==> config.mk <==
export PLATFORM = sky130hd
export DESIGN_NAME = dscg_top
export DESIGN_NICKNAME = d
export VERILOG_FILES = /design/src/rtl/dscg_clk_gate.v /design/src/rtl/dscg_top.v
export VERILOG_INCLUDE_DIRS = /design/src /design/src/rtl
export SDC_FILE = /design/constraint.sdc
export NUM_CORES = 1
export LEC_CHECK = 0
export BUFFER_PORTS_ARGS = -buffer_cell sky130_fd_sc_hd__clkbuf_2
export CORE_ASPECT_RATIO = 0.8
export CORE_MARGIN = 2
export CORE_UTILIZATION = 45
export CTS_BUF_LIST = sky130_fd_sc_hd__clkbuf_4
export DETAILED_ROUTE_END_ITERATION = 10
export GPL_ROUTABILITY_DRIVEN = 0
export PLACE_DENSITY = 0.79
export SETUP_SLACK_MARGIN = 0.15
export SYNTH_ARGS = -nofsm -noshare
export SYNTH_HDL_FRONTEND = slang
export SYNTH_SLANG_ARGS = --single-unit
==> constraint.sdc <==
create_clock -name pclk -period 2.1 [get_ports pclk]
set_input_delay 0.21 -clock pclk [delete_from_list [all_inputs] [get_ports pclk]]
set_output_delay 0.21 -clock pclk [all_outputs]
set_load 0.005 [all_outputs]
==> src/rtl/dscg_map.vh <==
`ifndef DSCG_MAP_VH
`define DSCG_MAP_VH

// Register byte offsets
`define DSCG_RUN_GATE_OFS       12'h100
`define DSCG_SLEEP_GATE_OFS     12'h110
`define DSCG_DEEP_GATE_OFS      12'h120
`define DSCG_ACTIVE_GATE_OFS    12'h130
`define DSCG_RUN_CFG_OFS        12'h140

// Gating register field positions
`define DSCG_PWM_BIT            20
`define DSCG_ADC_BIT            16
`define DSCG_WDT_BIT            3
`define DSCG_RATE_LSB           8
`define DSCG_RATE_MSB           9

// Run configuration field position
`define DSCG_AUTO_GATE_BIT      0

// Reset values
`define DSCG_GATE_RESET         32'h00000040
`define DSCG_CFG_RESET          32'h00000000

// Implemented (writable) bits of a gating register and of the run configuration
`define DSCG_GATE_MASK          32'h00110308
`define DSCG_CFG_MASK           32'h00000001

// Converter rate codes
`define DSCG_RATE_125K          2'h0
`define DSCG_RATE_250K          2'h1

// System operating states
`define DSCG_MODE_RUN           2'h0
`define DSCG_MODE_SLEEP         2'h1
`define DSCG_MODE_DEEP          2'h2

// Unit indices in the enable vectors
`define DSCG_UNIT_WDT           0
`define DSCG_UNIT_ADC           1
`define DSCG_UNIT_PWM           2

`endif

==> src/rtl/dscg_clk_gate.v <==
`timescale 1ns/1ps
`default_nettype none

// Glitch-free gate for one unit clock
module dscg_clk_gate
(
  input  wire  clk,
  input  wire  rst_n,
  input  wire  en,
  output wire  gclk,
  output wire  en_out
);

  reg en_q;

  // Enable moves on the falling edge, while the gated clock is low
  always @(negedge clk or negedge rst_n)
  begin
    if (!rst_n)
      en_q <= 1'b0;
    else
      en_q <= en;
  end

  // High phase is cut short only by reset
  assign gclk   = clk & en_q;
  assign en_out = en_q;

endmodule // dscg_clk_gate

`default_nettype wire

==> src/rtl/dscg_top.v <==
// Contract
// A set gating bit clocks its unit; a clear bit leaves the unit unclocked and disabled.
// An access to a unit whose clock is gated off is answered with a bus fault.
// Every unit gating bit is zero after reset, so all units start disabled.
// Software must set the gating bits of the units that the application needs.
// Run, sleep and deep-sleep gating registers exist, each used only in its own state; with auto gating off the code uses the run register in all states.
// The auto gating bit of the run configuration selects the sleep and deep-sleep registers.
// Bit 20 is a read-write clock enable for the pulse-width modulator, reset zero.
// Bit 16 is a read-write clock enable for converter module zero, reset zero.
// Bit 3 is a read-write clock enable for the watchdog, reset zero.
// Bits 9:8 pick the converter rate, one for 250k and zero for 125k samples/s, reset zero.
// The rate field can never raise the converter rate above the permitted maximum.
// Reserved bits read as zero and writes to them have no effect.
// Software should preserve reserved bits during read-modify-write updates.
// Bit positions without a unit behave as reserved bits.
// A unit clock enable changes only while the gated clock is low; reset clears the enable asynchronously, in either clock phase.
`timescale 1ns/1ps
`default_nettype none
`include "dscg_map.vh"

module dscg_top
#(
  parameter [1:0] MAX_RATE = `DSCG_RATE_250K,
  parameter       N_UNITS  = 3
)
(
  input  wire                pclk,
  input  wire                presetn,
  input  wire                psel,
  input  wire                penable,
  input  wire                pwrite,
  input  wire [11:0]         paddr,
  input  wire [31:0]         pwdata,
  output wire [31:0]         prdata,
  output wire                pready,
  output wire                pslverr,
  input  wire [1:0]          sys_mode,
  input  wire [N_UNITS-1:0]  unit_access,
  output wire [N_UNITS-1:0]  unit_bus_fault,
  output wire [N_UNITS-1:0]  unit_clk_en,
  output wire [N_UNITS-1:0]  unit_clk,
  output wire [1:0]          adc_rate_sel
);

  // Keeps only implemented bits of a gating word
  function [31:0] gate_clean;
    input [31:0] wval;
    begin
      gate_clean = wval & `DSCG_GATE_MASK;   // see
    end
  endfunction

  // Limits a requested rate code to the permitted maximum
  function [1:0] rate_clamp;
    input [1:0] req;
    begin
      if (req > MAX_RATE)
        rate_clamp = MAX_RATE;
      else
        rate_clamp = req;
    end
  endfunction

  // Cleans a gating write and clamps its rate field
  function [31:0] gate_write;
    input [31:0] wval;
    reg   [31:0] tmp;
    begin
      tmp = gate_clean(wval);
      tmp[`DSCG_RATE_MSB:`DSCG_RATE_LSB] =
        rate_clamp(wval[`DSCG_RATE_MSB:`DSCG_RATE_LSB]);
      gate_write = tmp;
    end
  endfunction

  // Pulls the per-unit enables out of a gating word
  function [2:0] unit_bits;
    input [31:0] gval;
    begin
      unit_bits[`DSCG_UNIT_WDT] = gval[`DSCG_WDT_BIT];
      unit_bits[`DSCG_UNIT_ADC] = gval[`DSCG_ADC_BIT];
      unit_bits[`DSCG_UNIT_PWM] = gval[`DSCG_PWM_BIT];
    end
  endfunction

  reg  [31:0]        run_gate_q;
  reg  [31:0]        sleep_gate_q;
  reg  [31:0]        deep_gate_q;
  reg  [31:0]        run_cfg_q;
  reg  [31:0]        prdata_q;
  reg  [N_UNITS-1:0] fault_q;
  reg  [1:0]         rate_q;
  reg  [31:0]        active_gate;
  reg  [31:0]        rd_mux;
  reg                addr_hit;

  wire               setup_ph;
  wire               write_ok;
  wire               auto_gate;
  wire [2:0]         active_units;
  wire [N_UNITS-1:0] gate_en;

  // APB phase decode
  assign setup_ph = psel & ~penable;
  assign write_ok = psel & penable & pwrite & addr_hit;
  assign auto_gate = run_cfg_q[`DSCG_AUTO_GATE_BIT];

  // Address decode, shared by write and error paths
  always @*
  begin
    case (paddr)
      `DSCG_RUN_GATE_OFS:    addr_hit = 1'b1;
      `DSCG_SLEEP_GATE_OFS:  addr_hit = 1'b1;
      `DSCG_DEEP_GATE_OFS:   addr_hit = 1'b1;
      `DSCG_ACTIVE_GATE_OFS: addr_hit = 1'b1;
      `DSCG_RUN_CFG_OFS:     addr_hit = 1'b1;
      default:               addr_hit = 1'b0;
    endcase
  end

  // Gating registers and run configuration
  always @(posedge pclk or negedge presetn)
  begin
    if (!presetn)
    begin
      run_gate_q   <= gate_clean(`DSCG_GATE_RESET);
      sleep_gate_q <= gate_clean(`DSCG_GATE_RESET);
      deep_gate_q  <= gate_clean(`DSCG_GATE_RESET);
      run_cfg_q    <= `DSCG_CFG_RESET;
    end
    else if (write_ok)
    begin
      case (paddr)
        `DSCG_RUN_GATE_OFS:
          run_gate_q <= gate_write(pwdata);
        `DSCG_SLEEP_GATE_OFS:
          sleep_gate_q <= gate_write(pwdata);
        `DSCG_DEEP_GATE_OFS:
          deep_gate_q <= gate_write(pwdata);
        `DSCG_RUN_CFG_OFS:
          run_cfg_q <= pwdata & `DSCG_CFG_MASK;
        default:
          run_cfg_q <= run_cfg_q;
      endcase
    end
  end

  // Picks the gating word for the current operating state
  always @*
  begin
    case (sys_mode)
      `DSCG_MODE_SLEEP:
        active_gate = auto_gate ? sleep_gate_q : run_gate_q;   // see
      `DSCG_MODE_DEEP:
        active_gate = auto_gate ? deep_gate_q : run_gate_q;    // see
      default:
        active_gate = run_gate_q;
    endcase
  end

  assign active_units = unit_bits(active_gate);

  // Read multiplexer; reserved bits are zero in every stored word
  always @*
  begin
    case (paddr)
      `DSCG_RUN_GATE_OFS:    rd_mux = run_gate_q;
      `DSCG_SLEEP_GATE_OFS:  rd_mux = sleep_gate_q;
      `DSCG_DEEP_GATE_OFS:   rd_mux = deep_gate_q;
      `DSCG_ACTIVE_GATE_OFS: rd_mux = active_gate;
      `DSCG_RUN_CFG_OFS:     rd_mux = run_cfg_q;
      default:               rd_mux = 32'h00000000;
    endcase
  end

  // Read data captured in the setup phase, held through access
  always @(posedge pclk or negedge presetn)
  begin
    if (!presetn)
      prdata_q <= 32'h00000000;
    else if (setup_ph && !pwrite)
      prdata_q <= rd_mux;
  end

  // Zero wait states; unmapped addresses answer with an error
  assign pready  = 1'b1;
  assign pslverr = psel & penable & ~addr_hit;
  assign prdata  = prdata_q;

  // Per-unit glitch-free clock gates
  genvar gi;
  generate
    for (gi = 0; gi < N_UNITS; gi = gi + 1)
    begin : g_unit
      dscg_clk_gate u_gate
      (
        .clk    (pclk),
        .rst_n  (presetn),
        .en     (active_units[gi]),
        .gclk   (unit_clk[gi]),
        .en_out (gate_en[gi])
      );
    end
  endgenerate

  assign unit_clk_en = gate_en;

  // Faults an access to an unclocked unit
  always @(posedge pclk or negedge presetn)
  begin
    if (!presetn)
      fault_q <= {N_UNITS{1'b0}};
    else
      fault_q <= unit_access & ~gate_en;
  end

  assign unit_bus_fault = fault_q;

  // Converter rate seen by the converter, following the active word
  always @(posedge pclk or negedge presetn)
  begin
    if (!presetn)
      rate_q <= `DSCG_RATE_125K;
    else
      rate_q <= rate_clamp(active_gate[`DSCG_RATE_MSB:`DSCG_RATE_LSB]);
  end

  assign adc_rate_sel = rate_q;

endmodule // dscg_top

`default_nettype wire

== After elaboration in Yosys (flattened, before gate mapping) ==
Cells that the tools add are included.
Storage, ports and cells
  register bits after elaboration: 56
  input port bits: 54
  output and inout bits: 45
Cells by class
  $lt $le $gt $ge: 2
  equal/unequal tests: 7
  multiplexer cells: 7
  bitwise logic cells: 12
  reductions and logical operators: 7
Operators with widths (count)
  $pmux 32 s5: 1
  $eq 12x9->1 const B: 5
  $mux 21: 2
  $pmux 21 s2: 1
  $and 1x1->1: 8
  $reduce_and 2->1: 4
  $reduce_or 5->1: 1
  $gt 2x1->1 const B: 2
  $mux 2: 2
  $and 3x3->3: 1
  $not 3->3: 1
  $eq 2x1->1 const B: 1
  $eq 2x2->1 const B: 1
  $not 1->1: 2
  $logic_and 1x1->1: 1
  $logic_not 1->1: 1
  $mux 1: 1

== Depth between registers and ports, before layout ==
  depth after elaboration: 5
  gate-level depth with buffers: 6
  gate-level depth less buffers: 6

== Modules after synthesis ==
Synthesis repeated with hierarchy kept, for this count alone.
Unflattened totals
  cell total of the unflattened synthesis: 166
  area, all modules: 1750.4 um^2
Modules (own cells, without submodules)
  dscg_top: times used 1, cells each 160, area each 1656.6 um^2, seq. area each 675.6 um^2
  dscg_clk_gate: times used 3, cells each 2, area each 31.3 um^2, seq. area each 25.0 um^2

==> flow_summary.yaml <==
status:
  status: "complete, but fails checks"
  violations: "negative setup slack"
worst_setup_path:
  crit_slowest_cell: "dfrtn_1"
  cp.arrival_ns: 2.15
  cpLargestDelayFamily: "flip-flops"
  r2r-start: "deep_gate_q[3]$_DFFE_PN0P_"
  rr_endpoint: "g_unit[0].u_gate.en_out$_DFF_NN0_"
  r2r_slack_ns: 0.17
  crit_path_cell_trace: "and2_4, buf_6"
  path_class: "register to output pin"
  reg2reg_depth: 2
  start_kind: "register"
  endpoint_kind: "output pin"
  slowest_delay_ns: 0.44
  cp.required_ns: 1.89
  worstPathBufferInverterCount: 1
  path_max_fanout: 3
die:
  initial_core_util_pct: 47.0
  die_h_um: 60.4
  die_w_um: 74.5
  io_pins: 99
  dieArea_um2: 4500
  rows: 20
  core_region_area_um2: 3800
final_layout:
  diodes: 0
  drive_above_1_share_pct: 52.6
  finalNetCount: 282
  layout_common_cells: "clkbuf_2 (43), conb_1 (28), dfrtp_1 (26), buf_4 (15)"
  final_common_cell: "clkbuf_2"
  area_delta_synth_final_pct: 27.8
sta:
  drv_slew: 0
  timing.hold.ws_ns: 0.0361
  fin_ws_ns: -0.264
  rsz0062_at_grt: "yes"
  clock-skew-final_ns: 0.00431
  finalHoldViolCount: 0
  setup_viol: 9
clock_tree:
  clk_latency_ns: 0.44
  clk_pin_slew_ns: 0.08
  cts_tree: "done"
flow_run:
  maxCapViolations: 0
synth:
  synth_warnings: 0
  syn_avg_cell_area_um2: 11.2
  synthTopCellsByArea: "dfrtp_1 (38%), buf_4 (14%), mux2_2 (8.2%)"
  synth_area_um2: 1790
  synth_top_area_share_pct: 37.8
  synth.distinct_cells: 39
  synthCells: 160
  ys_seq_area_share_pct: 42.0
  ys_seq_elements: 30
  synth_area_leader_cell: "dfrtp_1"
global_route:
  grt_pass1_vias: 1282
  grt_max_degree: 21
  grt_pass1_wl_mm: 5.75
  overflow: 0
  grt_use_total_pct: 18.1
  antenna_found_initial: 0
route:
  drtAntennaViolNets: 0
  via_per_inst: 4.85
  route.detailed.drc: 0
  wl_mm: 3.74
  drt-initial-drc-count: 36
  vias: 1373
  dr.pass1.iters: 6
  drt-wirelength-per-cell_um: 13.2
pwr:
  cellPowerDensity_nw_per_um2: 537
  vdd_drop_max_uv: 215
  p_leak_nw: 1.13
min_path:
  min_path_cells: 2
  hold_path_class: "primary input to register"
  min_to: "run_gate_q[3]$_DFFE_PN0P_"
  hold_start: "pwdata[3]"
placed_design:
  dpl.hpwl_mm: 2.79
  numPortBuffers: 45
  place_ws_ns: -0.0969
[state kept, by name, indices dropped and copies added, names as in the netlist]
register              cells
run_cfg_q                 1
prdata                    6
deep_gate_q               5
run_gate_q                5
g_unit.u_gate.en_out      3
sleep_gate_q              5
unit_bus_fault            3
adc_rate_sel              2
[synth_stat cells]
library cell and n:
and2_2 2, nor3b_2 1, a2111oi_4 1, nor2_1 2
dfrtn_1 3, a21o_1 1, nand2b_1 4, buf_6 1
o21bai_1 1, o221ai_1 3, nand4_1 3, nor4_1 1
or3b_1 1, clkbuf_1 2, mux2_2 13, mux2i_1 2
nand2_1 11, nor3_4 1, inv_1 2, ha_1 2
a22o_2 3, or2_2 2, o2bb2ai_1 2, and2_1 3
nor4_2 1, buf_4 33, and3_2 1, mux4_2 3
nor4b_1 1, a221o_2 2, dfrtp_1 27, a31oi_1 1
nor2b_1 8, o21ai_0 6, a21oi_1 1, or4_4 1
a22oi_1 5, nor3b_1 1, conb_1 2
[kinds of logic (layout without fill, tap and decap cells)]
group | Yosys count | count (layout) | synth area share (%)
fa+ha+maj | 2 | 2 | 1.40
other cells | 2 | 28 | 0.420
simple gates | 44 | 44 | 15.7
buf+inv | 38 | 80 | 15.3
compound gates | 26 | 26 | 12.2
mux | 18 | 18 | 13.1
flops | 30 | 30 | 42.0
[per-stage QoR]
stage / TNS (ns) / cell area (µm²) / util, % / power, mW / cells
CTS: -1.27 / 2250 / 59.2 / 1.24 / 281
global placement: -0.265 / 2080 / 54.7 / 0.724 / 262
finish: -1.30 / 2290 / 60.1 / 1.23 / 283
global route: -1.54 / 2290 / 60.1 / 1.30 / 283
detailed placement: -0.284 / 2080 / 54.7 / 0.726 / 262
floorplan: 0 / 1960 / - / 0.695 / 186
[cell type report]
class / count / area [µm²]
Fill cell: 332 / 1520
Multi-Input combinational cell: 118 / 952
Sequential cell: 30 / 752
Timing Repair Buffer: 62 / 373
Clock buffer: 16 / 125
Tap cell: 55 / 68.8
Inverter: 2 / 15.0
[report_power, final]
group          total, mW  internal [mW]  switching (mW)
logic              0.142         0.0658          0.0757
clock network      0.504          0.278           0.226
registers          0.583          0.582         0.00142
[repair_timing]
action,CTS,global route
endpoints found under the setup margin,12,12
pin swaps,1,6
gates resized for setup,4,4
endpoints found under the hold margin,30,1
setup buffers,2,1
hold buffers,4,1
[per-layer routing]
metal	track usage [%]	vias to the layer above	wire length, µm	part of all wire [%]
met4	14.0	0	99	2.6
met2	28.6	63	1830	49
met3	4.82	14	286	7.7
li1	-	648	-	-
met5	0	-	0	0
met1	21.2	648	1520	41
[worst reg2reg max path: cells and delay by family, from the launching register on]
kind	cells	cell delay [ns]
flops	1	0.40
compound gates	2	0.33
[how the worst max path moves through the flow]
stage | from | endpoint | slack, ns | depth (start not counted)
finish | g_unit[1].u_gate.en_out$_DFF_NN0_ | unit_clk[1] | -0.26 | 2
global route | g_unit[0].u_gate.en_out$_DFF_NN0_ | unit_clk[0] | -0.30 | 2
CTS | g_unit[1].u_gate.en_out$_DFF_NN0_ | unit_clk[1] | -0.27 | 2
detailed placement | sys_mode[0] | g_unit[2].u_gate.en_out$_DFF_NN0_ | -0.1 | 6
global placement | sys_mode[0] | g_unit[2].u_gate.en_out$_DFF_NN0_ | -0.09 | 6
floorplan | sys_mode[0] | g_unit[1].u_gate.en_out$_DFF_NN0_ | 0.13 | 5
Power figures use the tool's default switching activity.
